[src/rtl/flash_cmd_pkg.sv]
// package: command codes, addresses, timing and carriers for the flash host controller
package flash_cmd_pkg;
	localparam logic [10:0] UNLOCK_ADDR_A = 11'h555;
	localparam logic [10:0] UNLOCK_ADDR_B = 11'h2AA;
	localparam logic [10:0] QUERY_ADDR = 11'h055;
	localparam logic [7:0] UNLOCK_DATA_A = 8'hAA;
	localparam logic [7:0] UNLOCK_DATA_B = 8'h55;
	localparam logic [7:0] CMD_RESET = 8'hF0;
	localparam logic [7:0] CMD_IDENT = 8'h90;
	localparam logic [7:0] CMD_REGION = 8'h88;
	localparam logic [7:0] CMD_PROGRAM = 8'hA0;
	localparam logic [7:0] CMD_BUF_LOAD = 8'h25;
	localparam logic [7:0] CMD_BUF_COMMIT = 8'h29;
	localparam logic [7:0] CMD_BYPASS = 8'h20;
	localparam logic [7:0] CMD_EXIT = 8'h00;
	localparam logic [7:0] CMD_ERASE_SETUP = 8'h80;
	localparam logic [7:0] CMD_CHIP_ERASE = 8'h10;
	localparam logic [7:0] CMD_SECTOR_ERASE = 8'h30;
	localparam logic [7:0] CMD_SUSPEND = 8'hB0;
	localparam logic [7:0] CMD_RESUME = 8'h30;
	localparam logic [7:0] CMD_QUERY = 8'h98;
	// identification offsets
	localparam logic [7:0] ID_MAKER = 8'h00;
	localparam logic [7:0] ID_DEV1 = 8'h01;
	localparam logic [7:0] ID_PROT = 8'h02;
	localparam logic [7:0] ID_LOCK = 8'h03;
	localparam logic [7:0] ID_DEV2 = 8'h0E;
	localparam logic [7:0] ID_DEV3 = 8'h0F;
	// status bit positions, sector address LSB and buffer limits
	localparam int TOGGLE_TWO_POS = 2;
	localparam int ERASE_WINDOW_POS = 3;
	localparam int TIMEOUT_ERR_POS = 5;
	localparam int TOGGLE_ONE_POS = 6;
	localparam int POLLING_POS = 7;
	localparam int SECTOR_LSB = 15;
	localparam int MAX_BUF_WORDS = 16;
	localparam int MAX_BUF_CYCLES = 21;
	// bus timing, cycles of the 100 MHz clock
	localparam int CLK_PERIOD_NS = 10;
	localparam int STROBE_NS = 50;
	localparam int STROBE_CYC = (STROBE_NS + CLK_PERIOD_NS - 1) / CLK_PERIOD_NS;
	localparam int ACCESS_NS = 100;
	localparam int ACCESS_CYC = (ACCESS_NS + CLK_PERIOD_NS - 1) / CLK_PERIOD_NS;
	localparam int ERASE_WINDOW_US = 50;
	localparam int ERASE_WINDOW_CYC = ERASE_WINDOW_US * 1000 / CLK_PERIOD_NS;

	typedef enum logic [3:0] {
		OP_READ,
		OP_RESET,
		OP_IDENT,
		OP_REGION_ENTER,
		OP_REGION_EXIT,
		OP_PROGRAM,
		OP_BUF_PROGRAM,
		OP_BUF_ABORT,
		OP_BYPASS_ENTER,
		OP_BYPASS_PROGRAM,
		OP_BYPASS_EXIT,
		OP_CHIP_ERASE,
		OP_SECTOR_ERASE,
		OP_SUSPEND,
		OP_RESUME,
		OP_QUERY
	} op_t;

	typedef struct packed {
		logic [21:0] addr;
		logic [15:0] data;
	} cycle_t;

	typedef struct packed {
		logic timeout_error_bit;
		logic polling_bit;
		logic toggle_bit_one;
		logic toggle_bit_two;
		logic erase_window_bit;
	} status_t;
endpackage

[src/rtl/flash_host_ctrl.sv]
// host controller that issues command sequences to the parallel flash pins
module flash_host_ctrl #(
	parameter int ADDR_W = 22,
	parameter int DATA_W = 16,
	parameter int COUNT_W = 5,
	parameter int ERASE_WINDOW_CYCLES = flash_cmd_pkg::ERASE_WINDOW_CYC
) (
	// clock and reset
	input wire logic clk_sys_i,
	input wire logic rst_i,
	// user command port
	input wire logic cmd_valid_i,
	output logic cmd_ready_o,
	input wire flash_cmd_pkg::op_t cmd_op_i,
	input wire logic [ADDR_W-1:0] cmd_addr_i,
	input wire logic [DATA_W-1:0] cmd_data_i,
	input wire logic [COUNT_W-1:0] cmd_count_i,
	input wire logic cmd_in_bypass_i,
	// buffered program words
	output logic buf_word_req_o,
	input wire logic [ADDR_W-1:0] buf_addr_i,
	input wire logic [DATA_W-1:0] buf_data_i,
	// user answer port
	output logic rsp_valid_o,
	output logic [DATA_W-1:0] rsp_data_o,
	output flash_cmd_pkg::status_t rsp_status_o,
	output logic device_busy_o,
	output logic erase_window_open_o,
	// flash pins
	output logic [ADDR_W-1:0] flash_addr_o,
	input wire logic [DATA_W-1:0] flash_dq_i,
	output logic [DATA_W-1:0] flash_dq_o,
	output logic flash_dq_oe_o,
	output logic flash_ce_n_o,
	output logic flash_we_n_o,
	output logic flash_oe_n_o,
	input wire logic ready_busy_out_i
);
	typedef enum logic [2:0] {
		ST_IDLE,
		ST_SETUP,
		ST_STROBE,
		ST_HOLD,
		ST_READ,
		ST_DONE
	} state_t;

	typedef struct packed {
		state_t st;
		logic [4:0] step;
		logic [4:0] last;
		logic [3:0] tick;
		logic is_read;
		flash_cmd_pkg::op_t op;
		logic [ADDR_W-1:0] base;
		logic [DATA_W-1:0] wdata;
		logic [COUNT_W-1:0] count;
		flash_cmd_pkg::cycle_t cur;
		logic [DATA_W-1:0] rdata;
		logic rvalid;
		logic [31:0] win;
		logic byp;
		logic [ADDR_W-1:0] page;
	} ctrl_t;

	ctrl_t r;
	ctrl_t next_r;

	// unlock-style write: only low 11 address bits, low data byte matter
	function automatic flash_cmd_pkg::cycle_t cmd_cyc(input logic [10:0] a, input logic [7:0] d);
		cmd_cyc.addr = {11'h000, a};
		cmd_cyc.data = {8'h00, d};
	endfunction

	function automatic flash_cmd_pkg::cycle_t raw_cyc(input logic [21:0] a, input logic [15:0] d);
		raw_cyc.addr = a;
		raw_cyc.data = d;
	endfunction

	// the two erase operations repeat the unlock pair after the setup write
	function automatic logic is_erase_op(input flash_cmd_pkg::op_t op);
		is_erase_op = op == flash_cmd_pkg::OP_CHIP_ERASE ||
			op == flash_cmd_pkg::OP_SECTOR_ERASE;
	endfunction

	// number of bus cycles of each operation, read included where one ends it
	function automatic logic [4:0] seq_len(input flash_cmd_pkg::op_t op, input logic [4:0] cnt,
		input logic byp);
		unique case (op)
			flash_cmd_pkg::OP_READ, flash_cmd_pkg::OP_RESET, flash_cmd_pkg::OP_SUSPEND,
			flash_cmd_pkg::OP_RESUME, flash_cmd_pkg::OP_QUERY: seq_len = 5'h01;
			flash_cmd_pkg::OP_IDENT, flash_cmd_pkg::OP_REGION_EXIT: seq_len = 5'h04;
			flash_cmd_pkg::OP_REGION_ENTER, flash_cmd_pkg::OP_BUF_ABORT,
			flash_cmd_pkg::OP_BYPASS_ENTER: seq_len = 5'h03;
			flash_cmd_pkg::OP_PROGRAM: seq_len = byp ? 5'h02 : 5'h04;
			flash_cmd_pkg::OP_BYPASS_PROGRAM, flash_cmd_pkg::OP_BYPASS_EXIT: seq_len = 5'h02;
			flash_cmd_pkg::OP_BUF_PROGRAM: seq_len = 5'h05 + cnt + 5'h01;
			default: seq_len = 5'h06;
		endcase
	endfunction

	// count clipped so a buffered sequence never passes its cycle limit
	logic [4:0] cnt_clip;
	assign cnt_clip = (r.count > COUNT_W'(flash_cmd_pkg::MAX_BUF_WORDS - 1)) ?
		5'(flash_cmd_pkg::MAX_BUF_WORDS - 1) : 5'(r.count);

	// erase repeats the unlock pair at steps 3 and 4; other ops go on after step 2
	logic unlock_a_step;
	logic unlock_b_step;
	assign unlock_a_step = r.step == 5'h00 || (is_erase_op(r.op) && r.step == 5'h03);
	assign unlock_b_step = r.step == 5'h01 || (is_erase_op(r.op) && r.step == 5'h04);

	// later buffer words keep the page of the first word
	localparam int PAGE_BITS = $clog2(flash_cmd_pkg::MAX_BUF_WORDS);
	logic [ADDR_W-1:0] page_addr;
	assign page_addr = {r.page[ADDR_W-1:PAGE_BITS], buf_addr_i[PAGE_BITS-1:0]};

	// the bus cycle for the current step
	flash_cmd_pkg::cycle_t step_cyc;
	logic step_is_read;
	always_comb begin
		step_cyc = raw_cyc(22'(r.base), 16'(r.wdata));
		step_is_read = 1'b0;
		unique case (r.op)
			flash_cmd_pkg::OP_READ: begin
				step_is_read = 1'b1;
			end
			flash_cmd_pkg::OP_RESET: step_cyc = cmd_cyc(11'h000, flash_cmd_pkg::CMD_RESET);
			flash_cmd_pkg::OP_SUSPEND: step_cyc = cmd_cyc(11'h000, flash_cmd_pkg::CMD_SUSPEND);
			flash_cmd_pkg::OP_RESUME: step_cyc = cmd_cyc(11'h000, flash_cmd_pkg::CMD_RESUME);
			flash_cmd_pkg::OP_QUERY: step_cyc = cmd_cyc(flash_cmd_pkg::QUERY_ADDR,
				flash_cmd_pkg::CMD_QUERY);
			flash_cmd_pkg::OP_BYPASS_PROGRAM: begin
				if (r.step == 5'h00) step_cyc = cmd_cyc(11'h000, flash_cmd_pkg::CMD_PROGRAM);
			end
			flash_cmd_pkg::OP_BYPASS_EXIT: begin
				step_cyc = cmd_cyc(11'h000, (r.step == 5'h00) ? flash_cmd_pkg::CMD_IDENT :
					flash_cmd_pkg::CMD_EXIT);
			end
			default: begin
				if (r.op == flash_cmd_pkg::OP_PROGRAM && r.byp) begin
					if (r.step == 5'h00) step_cyc = cmd_cyc(11'h000, flash_cmd_pkg::CMD_PROGRAM);
				end else if (unlock_a_step) begin
					step_cyc = cmd_cyc(flash_cmd_pkg::UNLOCK_ADDR_A, flash_cmd_pkg::UNLOCK_DATA_A);
				end else if (unlock_b_step) begin
					step_cyc = cmd_cyc(flash_cmd_pkg::UNLOCK_ADDR_B, flash_cmd_pkg::UNLOCK_DATA_B);
				end else if (r.step == 5'h02) begin
					unique case (r.op)
						flash_cmd_pkg::OP_IDENT, flash_cmd_pkg::OP_REGION_EXIT:
							step_cyc = cmd_cyc(flash_cmd_pkg::UNLOCK_ADDR_A,
								flash_cmd_pkg::CMD_IDENT);
						flash_cmd_pkg::OP_REGION_ENTER: step_cyc = cmd_cyc(
							flash_cmd_pkg::UNLOCK_ADDR_A, flash_cmd_pkg::CMD_REGION);
						flash_cmd_pkg::OP_PROGRAM: step_cyc = cmd_cyc(flash_cmd_pkg::UNLOCK_ADDR_A,
							flash_cmd_pkg::CMD_PROGRAM);
						flash_cmd_pkg::OP_BUF_PROGRAM: step_cyc = raw_cyc(22'(r.base),
							{8'h00, flash_cmd_pkg::CMD_BUF_LOAD});
						flash_cmd_pkg::OP_BUF_ABORT: step_cyc = cmd_cyc(flash_cmd_pkg::UNLOCK_ADDR_A,
							flash_cmd_pkg::CMD_RESET);
						flash_cmd_pkg::OP_BYPASS_ENTER: step_cyc = cmd_cyc(
							flash_cmd_pkg::UNLOCK_ADDR_A, flash_cmd_pkg::CMD_BYPASS);
						default: step_cyc = cmd_cyc(flash_cmd_pkg::UNLOCK_ADDR_A,
							flash_cmd_pkg::CMD_ERASE_SETUP);
					endcase
				end else if (r.op == flash_cmd_pkg::OP_IDENT) begin
					step_cyc = raw_cyc(22'(r.base), 16'h0000);
					step_is_read = 1'b1;
				end else if (r.op == flash_cmd_pkg::OP_REGION_EXIT) begin
					step_cyc = cmd_cyc(11'h000, flash_cmd_pkg::CMD_EXIT);
				end else if (r.op == flash_cmd_pkg::OP_BUF_PROGRAM) begin
					if (r.step == 5'h03) begin
						step_cyc = raw_cyc(22'(r.base), 16'(cnt_clip));
					end else if (r.step == r.last - 5'h01) begin
						step_cyc = raw_cyc(22'(r.base), {8'h00, flash_cmd_pkg::CMD_BUF_COMMIT});
					end else if (r.step == 5'h04) begin
						step_cyc = raw_cyc(22'(buf_addr_i), 16'(buf_data_i));
					end else begin
						step_cyc = raw_cyc(22'(page_addr), 16'(buf_data_i));
					end
				end else if (r.op == flash_cmd_pkg::OP_CHIP_ERASE) begin
					step_cyc = cmd_cyc(flash_cmd_pkg::UNLOCK_ADDR_A, flash_cmd_pkg::CMD_CHIP_ERASE);
				end else if (r.op == flash_cmd_pkg::OP_SECTOR_ERASE) begin
					step_cyc = raw_cyc({r.base[21:flash_cmd_pkg::SECTOR_LSB], 15'h0000},
						{8'h00, flash_cmd_pkg::CMD_SECTOR_ERASE});
				end
			end
		endcase
	end

	// word request pulses in the hold cycle of each buffer word step
	logic buf_word_step;
	assign buf_word_step = r.op == flash_cmd_pkg::OP_BUF_PROGRAM && r.step > 5'h03 &&
		r.step < r.last - 5'h01;

	always_comb begin
		next_r = r;
		next_r.rvalid = 1'b0;
		if (r.win != 32'h0) next_r.win = r.win - 32'h1;
		unique case (r.st)
			ST_IDLE: begin
				if (cmd_valid_i) begin
					next_r.op = cmd_op_i;
					next_r.base = cmd_addr_i;
					next_r.wdata = cmd_data_i;
					next_r.count = cmd_count_i;
					next_r.step = 5'h00;
					// bypass level held for the whole op so length and steps agree
					next_r.byp = cmd_in_bypass_i;
					next_r.last = seq_len(cmd_op_i,
						(cmd_count_i > COUNT_W'(flash_cmd_pkg::MAX_BUF_WORDS - 1)) ?
						5'(flash_cmd_pkg::MAX_BUF_WORDS - 1) : 5'(cmd_count_i), cmd_in_bypass_i);
					next_r.st = ST_SETUP;
					if (cmd_op_i != flash_cmd_pkg::OP_READ && cmd_op_i != flash_cmd_pkg::OP_SUSPEND &&
						cmd_op_i != flash_cmd_pkg::OP_SECTOR_ERASE) next_r.win = 32'h0;
				end
			end
			ST_SETUP: begin
				next_r.cur = step_cyc;
				next_r.is_read = step_is_read;
				if (buf_word_step && r.step == 5'h04) next_r.page = buf_addr_i;
				next_r.tick = 4'h0;
				next_r.st = step_is_read ? ST_READ : ST_STROBE;
			end
			ST_STROBE: begin
				next_r.tick = r.tick + 4'h1;
				// address latched at falling, data at rising strobe edge
				if (r.tick == 4'(flash_cmd_pkg::STROBE_CYC - 1)) next_r.st = ST_HOLD;
			end
			ST_READ: begin
				// data sampled in the last cycle of the access window
				next_r.tick = r.tick + 4'h1;
				if (r.tick == 4'(flash_cmd_pkg::ACCESS_CYC - 1)) begin
					next_r.rdata = flash_dq_i;
					next_r.st = ST_HOLD;
				end
			end
			ST_HOLD: begin
				next_r.step = r.step + 5'h01;
				next_r.st = (r.step + 5'h01 == r.last) ? ST_DONE : ST_SETUP;
			end
			ST_DONE: begin
				next_r.rvalid = 1'b1;
				if (r.op == flash_cmd_pkg::OP_SECTOR_ERASE)
					next_r.win = 32'(ERASE_WINDOW_CYCLES);
				if (r.op == flash_cmd_pkg::OP_SUSPEND) next_r.win = 32'h0;
				next_r.st = ST_IDLE;
			end
			default: next_r.st = ST_IDLE;
		endcase
	end

	always_ff @(posedge clk_sys_i or posedge rst_i) begin
		if (rst_i) begin
			r <= '0;
		end else begin
			r <= next_r;
		end
	end

	// handshake and pin strobes decode from the state register
	assign cmd_ready_o = r.st == ST_IDLE;
	assign buf_word_req_o = buf_word_step && r.st == ST_HOLD;
	assign rsp_valid_o = r.rvalid;
	assign rsp_data_o = r.rdata;
	assign rsp_status_o.timeout_error_bit = r.rdata[flash_cmd_pkg::TIMEOUT_ERR_POS];
	assign rsp_status_o.polling_bit = r.rdata[flash_cmd_pkg::POLLING_POS];
	assign rsp_status_o.toggle_bit_one = r.rdata[flash_cmd_pkg::TOGGLE_ONE_POS];
	assign rsp_status_o.toggle_bit_two = r.rdata[flash_cmd_pkg::TOGGLE_TWO_POS];
	assign rsp_status_o.erase_window_bit = r.rdata[flash_cmd_pkg::ERASE_WINDOW_POS];
	assign device_busy_o = ~ready_busy_out_i;
	assign erase_window_open_o = r.win != 32'h0;
	assign flash_addr_o = ADDR_W'(r.cur.addr);
	assign flash_dq_o = DATA_W'(r.cur.data);
	assign flash_dq_oe_o = r.st == ST_STROBE || (r.st == ST_HOLD && !r.is_read);
	assign flash_ce_n_o = !(r.st == ST_STROBE || r.st == ST_READ);
	assign flash_we_n_o = r.st != ST_STROBE;
	assign flash_oe_n_o = r.st != ST_READ;
endmodule

[config.mk]
export PLATFORM = sky130hd
export DESIGN_NAME = flash_host_ctrl
export DESIGN_NICKNAME = d
export VERILOG_FILES = /design/src/rtl/flash_cmd_pkg.sv /design/src/rtl/flash_host_ctrl.sv
export SDC_FILE = /design/constraint.sdc
export NUM_CORES = 1
export LEC_CHECK = 0
export BUFFER_PORTS_ARGS = -buffer_cell sky130_fd_sc_hd__buf_2
export CORE_MARGIN = 5
export CORE_UTILIZATION = 50
export CTS_BUF_LIST = sky130_fd_sc_hd__clkbuf_4
export CTS_CLUSTER_SIZE = 20
export DETAILED_ROUTE_END_ITERATION = 6
export PLACE_DENSITY = 0.75
export SETUP_SLACK_MARGIN = 0.15
export SYNTH_ARGS = -nofsm -noshare
export SYNTH_HDL_FRONTEND = slang
export SYNTH_SLANG_ARGS = --single-unit
[constraint.sdc]
create_clock -name clk_sys_i -period 8.25 [get_ports clk_sys_i]
set_clock_uncertainty 0.1 [all_clocks]
set_input_delay 1.65 -clock clk_sys_i [delete_from_list [all_inputs] [get_ports clk_sys_i]]
set_output_delay 1.65 -clock clk_sys_i [all_outputs]
set_load 0.01 [all_outputs]
==> results by group <==
Outcome
  • Status: complete, no violations

Timing
  • Post-route setup TNS: 0 ns
  • Final setup vio count: 0
  • Tightest Pin Transition: 1.21 ns
  • Final hold vios: 0
  • Final min period: 4.65 ns
  • Final setup margin: 3.60 ns
  • Fmax: 215 MHz
  • Worst hold slack: 0.396 ns
  • Final Max Slew Viols: 0
  • RSZ-0062 raised after global routing: no
  • Slew HR: 0.190
  • Final Cycle Share: 0.564

Min path
  • Hold Path Sink: r[151]$_DFFE_PP0P_
  • Worst Hold Class: reg -> reg
  • Hold Crit Start: r[151]$_DFFE_PP0P_
  • Hold path depth: 2

Setup path
  • CP delay by family, top: simple AND/OR/NAND/NOR gates
  • Setup CP Type: reg -> out
  • Required time of the critical path: 6.50 ns
  • Worst Path Buf+Inv: 1
  • Arr. time, crit path: 2.90 ns
  • Crit-path cells: or4_4 -> nor3_4 -> nand4_2 -> buf_2
  • Slowest stage delay, CP: 0.60 ns
  • Reg2reg end: flash_dq_o[9]$_DFFE_PP0P_
  • Origin of the worst setup path: r[35]$_DFF_PP0_
  • Crit path capture type: output port
  • Crit Path Max Fanout: 25
  • RR Startpoint: r[162]$_DFFE_PP0P_
  • Reg2reg setup slack: 4.56 ns
  • Number of cells on the worst reg-to-reg path: 10
  • Critical Path Start Type: flip-flop
  • Slowest-stage cell, CP: or4_4

Routing
  • Post-route ant nets: 0
  • Wire per inst: 18.2 um
  • Initial DRC count: 832
  • Residual DRC: 0
  • Via-to-Cell Ratio: 5.87
  • 1st-pass router iterations: 6
  • Total Wirelength: 27700 um
  • Via Count: 8924

Cells and area
  • Area grow syn2layout: 8.48%
  • Final net count: 1357
  • Design Area, Final: 0.0111 mm^2
  • Share of cells above drive strength 1: 0.232
  • Cell Count, Final, Fillers Out: 1520

Yosys
  • Yosys warns: 0
  • Seq cells post-synth: 171
  • Mean Syn Cell Area: 8.85 um^2
  • Post-Syn Nets: 1276
  • Main flop type after synthesis: dfrtp_1
  • Sequential share of the synthesized area: 0.419
  • Yosys cell types: 85
  • Synth Cell Area: 0.0102 mm^2
  • Number of flops mapped to enable cells by yosys: 0
  • Ys async rst share: 1.00
  • Synthesized instance count: 1154

Global routing
  • Vias in the first global route: 8462
  • Largest net degree at the start of global routing: 93
  • Grt ovf: 0
  • Antenna violations before repair: 2
  • GRT Util Overall: 0.233
  • First-pass GRT wire length: 44700 um

Clock network
  • Worst-path clk slew: 0.13 ns
  • Post-CTS Setup Bufs: 0
  • CTS HTree Levels: 4
  • Post-cts resize count: 0
  • CTS Sinks: 171
  • Post-CTS Hold Fix Bufs: 0
  • Clk buf depth: 2
  • CTS Buf Count: 17
  • Clk Latency, worst-skew pair: 0.58 ns
  • CTS tree: yes
  • Clock root cell: clkbuf_4

Die
  • Ports: 174
  • Starting density of the core: 0.506
  • Core Area: 0.0202 mm^2
  • Die ar.: 0.0234 mm^2
  • Rows: 52
  • Width of the die: 153 um
  • Die H: 153 um

Job
  • Max Cap Viol: 0

Placed design
  • Placed insts: 1486
  • I/O Buffers: 173
  • Routability cong.: 0.976
  • HPWL after DPL: 19700 um
  • Placed cell area: 0.0108 mm^2
  • Place WS: 4.21 ns

Power and ir drop
  • Pwr Density: 330 mW/mm^2
  • VDD IR max: 131 uV
  • LEAKAGE: 5.20 nW
-- flip-flops by register name, summed over array words and instances (netlist names) --
register / cells
flash_dq_o: 16
rsp_valid_o: 1
r: 98
rsp_data_o: 16
page_addr: 18
flash_addr_o: 22
-- worst register-to-register path, delay by kind of cell (launching register included) --
kind            cells  cell delay (ns)
buf+inv             1             0.11
flops               1             0.40
fa+ha+maj           2             0.46
xor+xnor            1             0.15
simple gates        4             1.27
compound gates      2             1.13
-- how the worst max path moves through the flow --
stage / slack [ns] / depth (start not counted) / to
floorplan: 1.87 / 1 / flash_addr_o[0]$_DFFE_PP0P_
global placement: 4.26 / 4 / erase_window_open_o
detailed placement: 4.21 / 4 / erase_window_open_o
CTS: 3.57 / 4 / erase_window_open_o
global route: 3.39 / 4 / erase_window_open_o
finish: 3.60 / 4 / erase_window_open_o
-- cells in the mapped netlist, types with 7 or more instances --
| master | number | share of area |
|---|---|---|
| a21oi_1 | 60 | 0.029 |
| o31ai_1 | 9 | 0.0066 |
| dfrtp_1 | 171 | 0.42 |
| nor2b_1 | 15 | 0.0092 |
| a31oi_1 | 21 | 0.013 |
| nor2_1 | 81 | 0.030 |
| buf_4 | 61 | 0.045 |
| o211ai_1 | 7 | 0.0051 |
| inv_1 | 19 | 0.0070 |
| nand3_1 | 26 | 0.013 |
| nand3b_1 | 7 | 0.0051 |
| mux2_2 | 35 | 0.039 |
| nand2b_1 | 14 | 0.0086 |
| o221ai_1 | 7 | 0.0060 |
| xor2_1 | 25 | 0.021 |
| a221o_1 | 13 | 0.013 |
| o21ai_0 | 56 | 0.027 |
| o21a_1 | 10 | 0.0074 |
| nor3_1 | 20 | 0.0098 |
| buf_1 | 7 | 0.0026 |
| clkbuf_1 | 31 | 0.011 |
| nand4_1 | 7 | 0.0043 |
| buf_2 | 23 | 0.011 |
| or3_1 | 7 | 0.0043 |
| xnor2_1 | 15 | 0.013 |
| nor4_1 | 8 | 0.0049 |
| and2_1 | 19 | 0.012 |
| o22ai_1 | 8 | 0.0049 |
| nand2_1 | 234 | 0.086 |
| ha_1 | 16 | 0.020 |
-- layer usage --
layer | vias up | global-route usage | wire [um]
met5 | - | 0 | 13
met3 | 62 | 0.0602 | 2520
met2 | 449 | 0.346 | 12100
met4 | 2 | 0.0747 | 665
met1 | 4228 | 0.336 | 12500
li1 | 4183 | - | -
-- area by class of cell --
type                    instances  area [um^2]
multi-input cells             842         5150
fillers                      1825         9090
flip-flops and latches        171         4280
repair buffers                184          948
clock buffers                  20          150
diodes                          2         5.00
inverters                      19         76.3
clock inverters                12          125
well taps                     270          338
-- placed cells by master (no fill, tap or decap), types with 20 or more instances in the layout --
cell type,count
mux2_2,35
xor2_1,25
nor3_1,20
nand2_1,233
o21ai_0,56
dfrtp_1,171
a21oi_1,60
a31oi_1,21
nand3_1,26
buf_2,173
nor2_1,81
clkbuf_4,20
-- cells by family (layout without fill, tap and decap cells) --
logic type | count (synthesis) | count (layout) | share of synthesized area
and+or+nand+nor | 494 | 494 | 0.240
DFF | 171 | 171 | 0.419
xor gates and xnor gates | 40 | 40 | 0.0343
adders and majority gates | 16 | 16 | 0.0196
other | 0 | 2 | 0
buffers and inverters | 141 | 235 | 0.0771
AOI/OAI and AO/OA | 252 | 252 | 0.166
muxes | 40 | 40 | 0.0435
-- power breakdown --
group,switching [mW],leakage (nW),internal [mW]
registers,0.249,2.22,1.09
clock network,0.293,0.140,0.187
logic,1.17,2.84,0.672
-- through the flow --
stage,util,power (mW)
6_report,0.549,3.66
5_1_grt,0.549,3.92
4_1_cts,0.549,3.63
3_5_place_dp,0.535,3.15
3_3_place_gp,0.535,3.10
2_1_floorplan,-,2.69
Power figures use the tool's default switching activity.
